## src/sar_adc_defines.vh

```
// Register map, field positions, reset values and timing counts of the ADC sequencer
`ifndef SAR_ADC_DEFINES_VH
`define SAR_ADC_DEFINES_VH

// Register byte offsets
`define OFS_CONTROL        8'h00
`define OFS_CONFIG         8'h04
`define OFS_ACCUM_CFG      8'h08
`define OFS_RESULT_LOW     8'h0C
`define OFS_RESULT_HIGH    8'h10
`define OFS_STATUS         8'h14

// Control register fields
`define CTL_BUSY           0
`define CTL_EOC            1
`define CTL_LPT            2
`define CTL_MODE_LSB       4
`define CTL_MODE_MSB       6
`define CTL_ENABLE         7
`define CTL_BURST          8

// Accumulator config fields
`define ACC_RPT_LSB        0
`define ACC_RPT_MSB        2
`define ACC_SJ_LSB         3
`define ACC_SJ_MSB         5

// Start mode encodings
`define MODE_SOFTWARE      3'h0
`define MODE_TIMER0        3'h1
`define MODE_TIMER2        3'h2
`define MODE_TIMER3        3'h3
`define MODE_EXTERNAL      3'h4

// Reset values
`define RST_DIVIDER        5'h1F
`define RST_REPEAT         3'h0
`define RST_JUSTIFY        3'h0

// Timing in divider ticks, two per conversion-clock cycle
`define LPT_TRACK_CLKS     4'h3
`define CONV_CLKS          4'hB
`define PWRUP_CLKS         4'h4

`endif

```

## src/sar_clock_divider.v

```verilog
// Conversion clock divider with selectable system or low-power oscillator source
`timescale 1ns/1ps

module sar_clock_divider #(
    parameter DIV_W = 5
) (
    // Clock and reset
    input  wire             pclk,
    input  wire             presetn,
    // Source selection and ratio
    input  wire             use_lpo,
    input  wire             lpo_osc,
    input  wire [DIV_W-1:0] div_field,
    // Conversion clock
    output reg              sar_tick_ff,
    output reg              conversion_clock_ff
);

    reg              lpo_s1_ff;
    reg              lpo_s2_ff;
    reg              lpo_s3_ff;
    reg [DIV_W-1:0]  cnt_ff;
    reg [DIV_W-1:0]  nxt_cnt;
    wire             src_tick;

    // Oscillator arrives from its own domain; only its edges are used
    always @(posedge pclk or negedge presetn)
    begin
        if (!presetn)
        begin
            lpo_s1_ff <= 1'b0;
            lpo_s2_ff <= 1'b0;
            lpo_s3_ff <= 1'b0;
        end
        else
        begin
            lpo_s1_ff <= lpo_osc;
            lpo_s2_ff <= lpo_s1_ff;
            lpo_s3_ff <= lpo_s2_ff;
        end
    end

    // Source pick: system clock or oscillator edge
    assign src_tick = use_lpo ? (lpo_s2_ff & ~lpo_s3_ff) : 1'b1;

    // Divide by field plus one
    always @*
    begin
        nxt_cnt = cnt_ff;
        if (src_tick)
        begin
            if (cnt_ff >= div_field)
                nxt_cnt = {DIV_W{1'b0}};
            else
                nxt_cnt = cnt_ff + {{(DIV_W-1){1'b0}}, 1'b1};
        end
    end

    always @(posedge pclk or negedge presetn)
    begin
        if (!presetn)
        begin
            cnt_ff      <= {DIV_W{1'b0}};
            sar_tick_ff <= 1'b0;
            conversion_clock_ff  <= 1'b0;
        end
        else
        begin
            cnt_ff      <= nxt_cnt;
            sar_tick_ff <= src_tick && (cnt_ff >= div_field);
            if (src_tick && (cnt_ff >= div_field))
                conversion_clock_ff <= ~conversion_clock_ff;
        end
    end

endmodule // sar_clock_divider

```

## src/sar_adc_sequencer.v

```verilog
// SAR ADC start select, track/convert sequencer, accumulator and APB register file
`timescale 1ns/1ps
`include "sar_adc_defines.vh"

module sar_adc_sequencer #(
    parameter DIV_W  = 5,
    parameter CODE_W = 10
) (
    // Clock and reset
    input  wire              pclk,
    input  wire              presetn,
    // APB slave
    input  wire              psel,
    input  wire              penable,
    input  wire              pwrite,
    input  wire [7:0]        paddr,
    input  wire [31:0]       pwdata,
    output wire              pready,
    output wire              pslverr,
    output reg  [31:0]       prdata,
    // Start sources
    input  wire              timer0_ovf,
    input  wire              timer2_low_ovf,
    input  wire              timer2_high_ovf,
    input  wire              timer2_split,
    input  wire              timer3_low_ovf,
    input  wire              timer3_high_ovf,
    input  wire              timer3_split,
    input  wire              external_convert_start,
    // Clocking and power state
    input  wire              lpo_osc,
    input  wire              standby_req,
    // Analog core
    input  wire [CODE_W-1:0] sar_code,
    output wire              conversion_clock,
    output reg               sar_track_ff,
    output reg               sar_convert_ff,
    output reg               sar_power_ff,
    output reg               conversion_done_ff
);

    localparam ST_IDLE  = 3'h0;
    localparam ST_PWRUP = 3'h1;
    localparam ST_TRACK = 3'h2;
    localparam ST_CONV  = 3'h3;
    localparam ST_DONE  = 3'h4;

    // Registers
    reg              busy_ff;
    reg              eoc_ff;
    reg              lpt_ff;
    reg [2:0]        mode_ff;
    reg              enable_ff;
    reg              burst_ff;
    reg [DIV_W-1:0]  div_ff;
    reg [2:0]        repeat_ff;
    reg [2:0]        justify_ff;
    reg [15:0]       result_ff;
    // Sequencer
    reg [2:0]        state_ff;
    reg [2:0]        nxt_state;
    reg [3:0]        clk_cnt_ff;
    reg [6:0]        sample_cnt_ff;
    reg [15:0]       acc_ff;
    reg [15:0]       sum;
    reg [15:0]       formatted;
    reg [6:0]        repeat_target;
    reg              cnv_s1_ff;
    reg              cnv_s2_ff;
    reg              cnv_s3_ff;
    reg              trigger;

    wire             sar_tick;
    wire             setup_phase;
    wire             wr_access;
    wire             mapped;
    wire             cnv_rise;
    wire             t2_ovf;
    wire             t3_ovf;
    wire             sw_start;
    wire             start_evt;
    wire             last_sample;
    wire             ext_lpt;

    // Conversion clock, oscillator only while in burst
    sar_clock_divider #(
        .DIV_W       (DIV_W)
    ) u_div (
        .pclk        (pclk),
        .presetn     (presetn),
        .use_lpo     (burst_ff),
        .lpo_osc     (lpo_osc),
        .div_field   (div_ff),
        .sar_tick_ff (sar_tick),
        .conversion_clock_ff  (conversion_clock)
    );

    // APB decode; the slave never waits
    assign pready      = 1'b1;
    assign setup_phase = psel && !penable;
    assign wr_access   = psel && penable && pwrite;
    assign mapped      = (paddr == `OFS_CONTROL)    || (paddr == `OFS_CONFIG) ||
                         (paddr == `OFS_ACCUM_CFG)  || (paddr == `OFS_RESULT_LOW) ||
                         (paddr == `OFS_RESULT_HIGH) || (paddr == `OFS_STATUS);
    assign pslverr     = psel && penable && !mapped;

    // Start pin comes from outside: two flops before any logic
    always @(posedge pclk or negedge presetn)
    begin
        if (!presetn)
        begin
            cnv_s1_ff <= 1'b0;
            cnv_s2_ff <= 1'b0;
            cnv_s3_ff <= 1'b0;
        end
        else
        begin
            cnv_s1_ff <= external_convert_start;
            cnv_s2_ff <= cnv_s1_ff;
            cnv_s3_ff <= cnv_s2_ff;
        end
    end

    assign cnv_rise = cnv_s2_ff && !cnv_s3_ff;
    assign t2_ovf   = timer2_split ? timer2_low_ovf : timer2_high_ovf;
    assign t3_ovf   = timer3_split ? timer3_low_ovf : timer3_high_ovf;
    assign sw_start = wr_access && (paddr == `OFS_CONTROL) && pwdata[`CTL_BUSY];

    // At most one source feeds the sequencer; mode codes above 4 feed none
    always @*
    begin
        case (mode_ff)
            `MODE_SOFTWARE: trigger = sw_start;
            `MODE_TIMER0:   trigger = timer0_ovf;
            `MODE_TIMER2:   trigger = t2_ovf;
            `MODE_TIMER3:   trigger = t3_ovf;
            `MODE_EXTERNAL: trigger = cnv_rise;
            default:        trigger = 1'b0;
        endcase
    end

    // Starts arriving mid-conversion are dropped, not queued
    assign start_evt = trigger && (state_ff == ST_IDLE);
    assign ext_lpt   = lpt_ff && (mode_ff == `MODE_EXTERNAL);

    // Repeat field to sample count; codes above 101 act as one
    always @*
    begin
        case (repeat_ff)
            3'h1:    repeat_target = 7'h04;
            3'h2:    repeat_target = 7'h08;
            3'h3:    repeat_target = 7'h10;
            3'h4:    repeat_target = 7'h20;
            3'h5:    repeat_target = 7'h40;
            default: repeat_target = 7'h01;
        endcase
    end

    assign last_sample = (sample_cnt_ff + 7'h01) >= repeat_target;

    // 64 x 1023 fits in 16 bits, so no overflow guard
    always @*
    begin
        sum = acc_ff + {{(16-CODE_W){1'b0}}, sar_code};
    end

    // Result formatting; unused positions stay zero
    always @*
    begin
        if (justify_ff[2])
            formatted = {sum[CODE_W-1:0], {(16-CODE_W){1'b0}}};
        else
            formatted = sum >> justify_ff[1:0];
    end

    // Sequencer next state
    always @*
    begin
        nxt_state = state_ff;
        case (state_ff)
            ST_IDLE:
            begin
                if (start_evt)
                begin
                    if (burst_ff && !enable_ff)
                        nxt_state = ST_PWRUP;
                    else if (ext_lpt)
                        nxt_state = ST_CONV;
                    else if (lpt_ff || burst_ff)
                        nxt_state = ST_TRACK;
                    else
                        nxt_state = ST_CONV;
                end
            end
            ST_PWRUP:
            begin
                if (sar_tick && (clk_cnt_ff == `PWRUP_CLKS - 4'h1))
                    nxt_state = ext_lpt ? ST_CONV : ST_TRACK;
            end
            ST_TRACK:
            begin
                if (sar_tick && (clk_cnt_ff == `LPT_TRACK_CLKS - 4'h1))
                    nxt_state = ST_CONV;
            end
            ST_CONV:
            begin
                if (sar_tick && (clk_cnt_ff == `CONV_CLKS - 4'h1))
                    nxt_state = ST_DONE;
            end
            ST_DONE:
            begin
                // Burst chains the series without a new start
                if (burst_ff && !last_sample)
                    nxt_state = (lpt_ff && !ext_lpt) ? ST_TRACK : ST_CONV;
                else
                    nxt_state = ST_IDLE;
            end
            default:
                nxt_state = ST_IDLE;
        endcase
    end

    // Sequencer state, counters and accumulator
    always @(posedge pclk or negedge presetn)
    begin
        if (!presetn)
        begin
            state_ff      <= ST_IDLE;
            clk_cnt_ff    <= 4'h0;
            sample_cnt_ff <= 7'h00;
            acc_ff        <= 16'h0000;
            result_ff     <= 16'h0000;
        end
        else
        begin
            state_ff <= nxt_state;
            if (nxt_state != state_ff)
                clk_cnt_ff <= 4'h0;
            else if (sar_tick)
                clk_cnt_ff <= clk_cnt_ff + 4'h1;
            if (start_evt && (sample_cnt_ff == 7'h00))
                acc_ff <= 16'h0000;
            if (state_ff == ST_DONE)
            begin
                if (last_sample)
                begin
                    result_ff     <= formatted;
                    acc_ff        <= 16'h0000;
                    sample_cnt_ff <= 7'h00;
                end
                else
                begin
                    acc_ff        <= sum;
                    sample_cnt_ff <= sample_cnt_ff + 7'h01;
                end
            end
        end
    end

    // Analog core controls, registered
    always @(posedge pclk or negedge presetn)
    begin
        if (!presetn)
        begin
            sar_track_ff       <= 1'b0;
            sar_convert_ff     <= 1'b0;
            sar_power_ff       <= 1'b0;
            conversion_done_ff <= 1'b0;
        end
        else
        begin
            sar_convert_ff     <= (nxt_state == ST_CONV);
            conversion_done_ff <= (state_ff == ST_DONE) && last_sample;
            // Burst powers only while active unless enable keeps it up
            sar_power_ff       <= burst_ff ? (enable_ff || (nxt_state != ST_IDLE))
                                           : enable_ff;
            if (standby_req)
                sar_track_ff <= 1'b0;
            else if (nxt_state == ST_TRACK)
                sar_track_ff <= 1'b1;
            else if (nxt_state == ST_IDLE && ext_lpt)
                sar_track_ff <= enable_ff && !cnv_s2_ff;
            else if (nxt_state == ST_IDLE)
                sar_track_ff <= enable_ff && !lpt_ff && !burst_ff;
            else
                sar_track_ff <= 1'b0;
        end
    end

    // Control and configuration registers
    always @(posedge pclk or negedge presetn)
    begin
        if (!presetn)
        begin
            busy_ff    <= 1'b0;
            eoc_ff     <= 1'b0;
            lpt_ff     <= 1'b0;
            mode_ff    <= `MODE_SOFTWARE;
            enable_ff  <= 1'b0;
            burst_ff   <= 1'b0;
            div_ff     <= `RST_DIVIDER;
            repeat_ff  <= `RST_REPEAT;
            justify_ff <= `RST_JUSTIFY;
        end
        else
        begin
            if (wr_access && (paddr == `OFS_CONTROL))
            begin
                lpt_ff    <= pwdata[`CTL_LPT];
                mode_ff   <= pwdata[`CTL_MODE_MSB:`CTL_MODE_LSB];
                enable_ff <= pwdata[`CTL_ENABLE];
                burst_ff  <= pwdata[`CTL_BURST];
            end
            if (wr_access && (paddr == `OFS_CONFIG))
                div_ff <= pwdata[DIV_W-1:0];
            if (wr_access && (paddr == `OFS_ACCUM_CFG))
            begin
                repeat_ff  <= pwdata[`ACC_RPT_MSB:`ACC_RPT_LSB];
                justify_ff <= pwdata[`ACC_SJ_MSB:`ACC_SJ_LSB];
            end
            // Busy spans the burst, or one conversion outside burst
            if (start_evt)
                busy_ff <= 1'b1;
            else if (state_ff == ST_DONE && (!burst_ff || last_sample))
                busy_ff <= 1'b0;
            // Hardware set beats a software clear in the same cycle
            if (state_ff == ST_DONE && last_sample)
                eoc_ff <= 1'b1;
            else if (wr_access && (paddr == `OFS_CONTROL) && !pwdata[`CTL_EOC])
                eoc_ff <= 1'b0;
        end
    end

    // Read data captured in setup, held through access
    always @(posedge pclk or negedge presetn)
    begin
        if (!presetn)
            prdata <= 32'h00000000;
        else if (setup_phase && !pwrite)
        begin
            case (paddr)
                `OFS_CONTROL:     prdata <= {23'h000000, burst_ff, enable_ff, mode_ff,
                                             1'b0, lpt_ff, eoc_ff, busy_ff};
                `OFS_CONFIG:      prdata <= {{(32-DIV_W){1'b0}}, div_ff};
                `OFS_ACCUM_CFG:   prdata <= {26'h0000000, justify_ff, repeat_ff};
                `OFS_RESULT_LOW:  prdata <= {24'h000000, result_ff[7:0]};
                `OFS_RESULT_HIGH: prdata <= {24'h000000, result_ff[15:8]};
                `OFS_STATUS:      prdata <= {26'h0000000, sar_power_ff, sar_convert_ff,
                                             sar_track_ff, state_ff};
                default:          prdata <= 32'h00000000;
            endcase
        end
    end

endmodule // sar_adc_sequencer

```

## config.mk

```make
export PLATFORM = sky130hd
export DESIGN_NAME = sar_adc_sequencer
export DESIGN_NICKNAME = d
export VERILOG_FILES = /design/src/sar_clock_divider.v /design/src/sar_adc_sequencer.v
export VERILOG_INCLUDE_DIRS = /design/src
export SDC_FILE = /design/constraint.sdc
export NUM_CORES = 1
export LEC_CHECK = 0
export BUFFER_PORTS_ARGS = -buffer_cell sky130_fd_sc_hd__buf_4
export CAP_MARGIN = 20
export CELL_PAD_IN_SITES_DETAIL_PLACEMENT = 0
export CELL_PAD_IN_SITES_GLOBAL_PLACEMENT = 2
export CORE_ASPECT_RATIO = 2
export CORE_MARGIN = 3
export CORE_UTILIZATION = 35
export DETAILED_ROUTE_END_ITERATION = 10
export GPL_ROUTABILITY_DRIVEN = 0
export GPL_TIMING_DRIVEN = 0
export PLACE_DENSITY_LB_ADDON = 0.3
export SLEW_MARGIN = 0
export SYNTH_ARGS = -nofsm -noshare
export SYNTH_HDL_FRONTEND = slang
export SYNTH_SLANG_ARGS = --single-unit
```

## constraint.sdc

```tcl
create_clock -name pclk -period 3.2 [get_ports pclk]
set_input_delay 0.16 -clock pclk [delete_from_list [all_inputs] [get_ports pclk]]
set_output_delay 0.16 -clock pclk [all_outputs]
set_load 0.02 [all_outputs]
```

==> summary.txt, run 1 <==
Layout
  – Share of layout cells above drive strength 1: 23.93%
  – Area grow syn2layout: 20.06%
  – Post-route cell area: 6993 um2
  – Antenna diodes: 0
  – Nets: 789
  – Fillers: 1625

Timing
  – Crit path time final: 3038 ps
  – Final setup TNS: 0 ps
  – Crit share post-route: 94.95%
  – Worst-margin pin slew: 697.6 ps
  – Unrepaired setup endpoints after global routing: no
  – Max Clk Rate: 329.1 MHz
  – Slew margin rel.: 53.28%
  – Final hold viol count: 0
  – Setup-failing EPs final: 0
  – Post-route setup slack: 161.7 ps
  – Max-slew violation count: 0
  – Clock Skews: 5.939 ps

Logic synthesis
  – Post-synth EDFFs: 0
  – Synth warnings: 0
  – Synth Flop Type: dfrtp_1
  – Post-synth ARST share: 100.0%
  – Area of the mapped netlist: 5824 um2
  – Post-synth top area cell: dfrtp_1
  – Sequential area share after synthesis: 39.21%
  – FF+latch count, synth: 91
  – Mean Syn Cell Area: 9.659 um2
  – Cells taking the most area after synthesis: dfrtp_1 37%, ha_1 5.6%, mux2_2 4.6%
  – Distinct cells, synth: 80
  – Yosys top cell area share: 36.95%
  – Cells after Synth: 603

Detailed routing
  – Final WL: 16.59 mm
  – Via count: 4854
  – DR vias/cell: 5.358
  – TritonRoute pass-1 iters: 5
  – Initial DRC Count: 177
  – Antenna-violating nets left: 0
  – Routed WL per cell: 18.31 um
  – DRC: 0

Pwr
  – Sequential Power Share: 43.6%
  – Psw: 0.9157 mW
  – Comb power frac: 20.5%
  – PwrDens: 432.7 nW/um2
  – P_leak: 3.159 nW
  – Maximum vdd drop: 0.2276 mV
  – Clk pwr share: 36.0%
  – Int Pwr: 2.110 mW
  – Total power: 3.026 mW
  – Sw frac: 30.27%

Floorplan
  – Die Span Y: 188.4 um
  – Row count: 66
  – Core area: 16270 um2
  – Die ar.: 18320 um2
  – Initial Util: 35.80%
  – I/O Pins: 104
  – Chip Width: 97.22 um

Job
  – Maxcap violations: 0

GRT
  – GRT met2 Usage: 36.24%
  – GRT met3 Usage: 2.482%
  – Antenna violations before repair: 0
  – Largest net degree at the start of global routing: 62
  – Top Usage Layer GRT: met2
  – Gr usage total: 18.40%
  – Number of global-route vias before repair: 5102
  – Total gr overflow: 0
  – Met1 Use GR: 18.52%
  – First-pass GRT wire length: 26.81 mm

Clock network
  – Max Buffers Root-to-Sink: 2
  – Clock latency on the worst-skew pair: 350 ps
  – CTS Sinks: 91
  – CTS tree: done
  – Clock transition at path regs: 70 ps
  – CTS buffer count: 9
  – H-tree levels: 3
  – Clock Root Buffer: clkbuf_16

Min path
  – Worst Min Path Start: pwdata[6]
  – HP Class: in2reg

Critical path
  – CP required: 3410 ps
  – CP Capture Type: register
  – Crit path from: sample_cnt_ff[3]
  – Setup crit start kind: register
  – Crit path DAT: 3240 ps
  – Worst Path Max Fanout: 9
  – Reg2reg start: sample_cnt_ff[3]
  – Setup CP Type: reg2reg

Place
  – DP Area: 6608 um2
  – Dpl ws: -473.1 ps
  – IO buf count: 55
  – DP Wirelength: 13.15 mm

Outcome
  – Outcome: finished, final reports clean
-- per-layer routing --
metal  share of wire [%]  vias to the layer above  wire length [um]
met2                  57                      113              9420
met1                  36                     2369              6032
li1                    -                     2340                 -
met5                   0                        -                 0
met4                 4.2                        0               693
met3                 2.7                       32               443
-- cell usage in the layout (no fill, tap or decap), types with 4 or more instances in the layout --
cell type       n
dlygate4sd3_1   4
nand3b_1        5
xnor2_1        13
o22ai_1         6
conb_1         24
xor2_1         11
nand2_1        60
or3b_2          4
nor4_1          6
clkbuf_1       15
o211ai_1        4
a31oi_1         8
nand4_1         4
a21o_1          7
nor2_1         35
mux2_2         24
a221oi_1        6
nand2b_1        9
a22oi_1         5
nor3_1         11
ha_1           25
inv_1          21
and3_1          8
a21oi_1        20
dfrtp_1        84
o21ai_0        40
a211o_1         5
a22o_1         12
nand3_1        15
and2_1          7
dfstp_2         5
buf_4          81
buf_2           5
clkbuf_16       9
clkbuf_2        4
mux2i_1        19
-- registers in the layout, summed over array words and instances, names as in the netlist, 3 cells and up --
register       count
sample_cnt_ff      7
state_ff           3
clk_cnt_ff         4
justify_ff         3
prdata             9
u_div.cnt_ff       5
div_ff             5
mode_ff            3
repeat_ff          3
result_ff         16
acc_ff            16
-- layout make-up --
type	instances	area, um2	area share [%]
Clock buffer	9	225.2	3.221
Sequential cell	91	2286	32.69
Inverter	21	78.83	1.127
Multi-Input combinational cell	463	3292	47.07
Buffer	48	280.3	4.008
Tap cell	204	255.2	3.650
Timing Repair Buffer	63	500.5	7.157
Clock inverter	7	75.07	1.074
-- cell families after synthesis --
family,count (synthesis),share of synthesized area [%]
XOR/XNOR,24,3.609
multiplexers,46,8.851
adder cells (fa/ha/maj),27,5.929
AND/OR/NAND/NOR,188,16.82
AO/OA/AOI/OAI,154,19.25
flip-flops,91,39.21
other,2,0.1289
buffers and inverters,71,6.208
-- synthesized netlist by cell type, drive strengths merged, types with 11 or more instances --
cell type	n
dfrtp	86
clkbuf	21
nor2	36
mux2i	20
nand3	17
a21oi	21
inv	21
o21ai	42
xor2	11
xnor2	13
a22o	12
nand2	61
nor3	12
mux2	24
buf	29
ha	26
-- power by group through the flow --
stage | registers, mW | clock network, mW | logic (mW)
final | 1.32 | 1.09 | 0.619
after global routing | 1.33 | 1.16 | 0.680
after CTS | 1.32 | 1.11 | 0.622
after detailed placement | 1.34 | 0 | 0.606
after global placement | 1.34 | 0 | 0.592
after floorplan | 1.34 | 0 | 0.373
-- per-stage QoR --
step	cells	util [%]	hold slack [ps]
floorplan	625	-	-135.6
global placement	884	40.42	269.5
detailed placement	886	40.62	137.1
CTS	907	42.95	30.60
global route	906	42.99	35.12
finish	906	42.99	48.89
-- what timing repair did --
| item | in CTS | in global routing |
|---|---|---|
| endpoints found under the setup margin | 32 | 19 |
| hold buffers | 4 | 0 |
| gates cloned | 0 | 0 |
| hold endpoints to repair | 33 | 0 |
| resized for setup | 8 | 5 |
| setup buffers | 1 | 1 |
| pin swaps | 1 | 1 |
-- critical path, cell delays in order, from the launching register on --
cell and delay (ps):
dfrtp_1 430, nand3_1 130, nor3_1 200, xor2_1 260
ha_1 290, a2111o_1 420, o22a_2 300, nor2_4 200
a221o_2 260, mux2i_2 300, nor4_1 90
-- path summary, 6_finish.rpt --
path	to	slack [ps]	cells past startpoint
setup / recovery	clk_cnt_ff[1]	160	10
hold / removal	mode_ff[2]	50	2
setup reg to reg	clk_cnt_ff[1]	160	10
hold reg to reg	u_div.lpo_s2_ff	350	0
max in group asynchronous	div_ff[4]	2190	3
min in group asynchronous	clk_cnt_ff[3]	310	2
Note: power is estimated with default switching activity, not from simulation.
==> run 2, diff against run 1 <==
--- a/config.mk
+++ b/config.mk
@@ -10,13 +10,14 @@
 export CAP_MARGIN = 20
 export CELL_PAD_IN_SITES_DETAIL_PLACEMENT = 0
 export CELL_PAD_IN_SITES_GLOBAL_PLACEMENT = 2
-export CORE_ASPECT_RATIO = 2
+export CORE_ASPECT_RATIO = 1.4
 export CORE_MARGIN = 3
 export CORE_UTILIZATION = 35
 export DETAILED_ROUTE_END_ITERATION = 10
 export GPL_ROUTABILITY_DRIVEN = 0
 export GPL_TIMING_DRIVEN = 0
 export PLACE_DENSITY_LB_ADDON = 0.3
+export SKIP_LAST_GASP = 1
 export SLEW_MARGIN = 0
 export SYNTH_ARGS = -nofsm -noshare
 export SYNTH_HDL_FRONTEND = slang
==> constraint.sdc (replaced) <==
create_clock -name pclk -period 3.25 [get_ports pclk]
set_input_delay 0.1625 -clock pclk [delete_from_list [all_inputs] [get_ports pclk]]
set_output_delay 0.1625 -clock pclk [all_outputs]
set_load 0.02 [all_outputs]
==> run 2 against run 1 <==
Total power is 1.0% higher. Cell count is 0.77% lower. Utilization is 0.23 points higher. Clock power is 6% higher. Via count is 1.9% lower. Count of clock-buffer cells in the layout stayed put. Die area is 0.39% lower. Critical endpoint unchanged.
==> summary.txt, run 2 (synthesized netlist as in run 1, its figures left out) <==
Pwr
  – PwrDens: 435.6 nW/um2 (was 432.7 nW/um2)
  – Maximum vdd drop: 0.2774 mV (was 0.2276 mV)
  – P_leak: 3.153 nW (was 3.159 nW)

Critical path
  – Setup crit start kind: register (unchanged)
  – Worst Path Max Fanout: 9 (unchanged)
  – FF-to-FF path depth: 10 (unchanged)
  – Crit path DAT: 3230 ps (was 3240 ps)
  – CP required: 3450 ps (was 3410 ps)
  – CP Capture Type: register (unchanged)
  – Reg2reg start: sample_cnt_ff[0] (was sample_cnt_ff[3])
  – Setup CP Type: reg2reg (unchanged)
  – Crit path from: sample_cnt_ff[0] (was sample_cnt_ff[3])

Detailed routing
  – TritonRoute pass-1 iters: 4 (was 5)
  – DR vias/cell: 5.299 (was 5.358)
  – Final WL: 16.00 mm (was 16.59 mm)
  – Via count: 4764 (was 4854)
  – Routed WL per cell: 17.80 um (was 18.31 um)
  – Initial DRC Count: 273 (was 177)
  – DRC: 0 (unchanged)
  – Antenna-violating nets left: 0 (unchanged)

Place
  – DP Wirelength: 12.36 mm (was 13.15 mm)
  – Dpl ws: -313.0 ps (was -473.1 ps)
  – IO buf count: 55 (unchanged)
  – Placed Instances: 881 (was 886)

Timing
  – Max Clk Rate: 330.5 MHz (was 329.1 MHz)
  – Unrepaired setup endpoints after global routing: no (unchanged)
  – Max-slew violation count: 0 (unchanged)
  – Crit path time final: 3026 ps (was 3038 ps)
  – Worst-margin pin slew: 792.2 ps (was 697.6 ps)
  – Final hold viol count: 0 (unchanged)
  – Post-route setup slack: 224.5 ps (was 161.7 ps)
  – Min Hold Slack: 54.90 ps (was 48.89 ps)
  – Crit share post-route: 93.09% (was 94.95%)
  – Clock Skews: 6.473 ps (was 5.939 ps)
  – Setup-failing EPs final: 0 (unchanged)
  – Slew margin rel.: 46.94% (was 53.28%)

Clock network
  – Clock Root Buffer: clkbuf_16 (unchanged)
  – CTS Sinks: 91 (unchanged)
  – Max Buffers Root-to-Sink: 2 (unchanged)
  – H-tree levels: 3 (unchanged)
  – CTS tree: done (unchanged)
  – Clock latency on the worst-skew pair: 340 ps (was 350 ps)
  – Clock transition at path regs: 70 ps (about the same)
  – CTS buffer count: 9 (unchanged)

GRT
  – Gr usage total: 17.61% (was 18.40%)
  – Antenna violations before repair: 0 (unchanged)
  – Number of global-route vias before repair: 4840 (was 5102)
  – Largest net degree at the start of global routing: 56 (was 62)
  – First-pass GRT wire length: 25.35 mm (was 26.81 mm)
  – Total gr overflow: 0 (unchanged)

Min path
  – HP Class: in2reg (unchanged)
  – Worst Hold Depth: 2 (unchanged)
  – Worst Min Path Start: pwdata[8] (was pwdata[6])

Layout
  – Nets: 787 (was 789)
  – Fillers: 1617 (was 1625)
  – Area grow syn2layout: 20.49% (was 20.06%)
  – Final core utilization: 43.21% (was 42.99%)
  – Share of layout cells above drive strength 1: 23.86% (was 23.93%)
  – Largest registers: acc_ff (16), result_ff (16), prdata (9) (unchanged)
  – Non-filler cells, final: 899 (was 906)
  – Antenna diodes: 0 (unchanged)
  – Most frequent cells in the layout: 85 x dfrtp_1, 80 x buf_4, 60 x nand2_1 (was 84 x dfrtp_1, 81 x buf_4, 60 x nand2_1)
  – Most common cell after layout, fill and taps aside: dfrtp_1 (unchanged)

Floorplan
  – Core area: 16240 um2 (was 16270 um2)
  – I/O Pins: 104 (unchanged)
  – Row count: 55 (was 66)
  – Initial Util: 35.86% (was 35.80%)
  – Die ar.: 18250 um2 (was 18320 um2)
  – Chip Width: 115.0 um (was 97.22 um)
  – Die Span Y: 158.6 um (was 188.4 um)

Job
  – Maxcap violations: 0 (unchanged)

Outcome
  – Outcome: finished, final reports clean (unchanged)
run 2: cell type report:
class	instances	area, um2	share of cell area [%]
buffer	46	270.3	3.851
clock buffer	9	225.2	3.209
clock inverter	7	100.1	1.426
inverter	21	78.83	1.123
multi-input combinational	463	3297	46.98
sequential	91	2285	32.55
tap	199	249.0	3.548
timing repair buffer	63	513.0	7.310
run 2: repair_timing:
item                                   in CTS  in global routing
endpoints found under the hold margin      39                  0
hold buffers                                4                  0
setup endpoints to repair                  32                 29
pin swaps                                   1                  0
gates resized for setup                     5                  6
setup buffers                               2                  0
run 2: where the power goes:
part           internal (mW)  switching [mW]
Sequential              1.21          0.0822
Combinational          0.263           0.352
Clock                  0.678           0.467
Total                   2.16           0.902
run 2: worst paths after layout:
| kind | slack, ps | endpoint |
|---|---|---|
| setup / recovery | 220 | clk_cnt_ff[1] |
| hold / removal | 50 | burst_ff |
| setup reg to reg | 220 | clk_cnt_ff[1] |
| hold reg to reg | 350 | cnv_s2_ff |
| max in group asynchronous | 2200 | div_ff[0] |
| min in group asynchronous | 350 | cnv_s2_ff |
run 2: worst max-delay path, cell delays in order (launching register included):
cell      delay, ps
dfrtp_1         450
inv_1            90
nor3_1          210
xor2_1          270
ha_1            290
a2111o_1        420
o22a_2          300
nor2_4          190
a221o_2         260
mux2i_2         310
nor4_1          100
run 2: stage by stage:
step / power, mW / setup TNS, ps / area [um2]
2_1_floorplan: 1.685 / 0 / 5907
3_3_place_gp: 1.897 / -5014 / 6569
3_5_place_dp: 1.915 / -5497 / 6601
4_1_cts: 3.080 / -21.04 / 7008
5_1_grt: 3.205 / 0 / 7018
6_report: 3.057 / 0 / 7018
run 2: routing by layer:
| layer | share of wire [%] | wire, um | GRT usage, % |
|---|---|---|---|
| met5 | 0 | 0 | 0 |
| met4 | 2.3 | 365 | 5.649 |
| met3 | 2.8 | 451 | 2.015 |
| met2 | 53 | 8444 | 32.51 |
| met1 | 42 | 6737 | 21.12 |
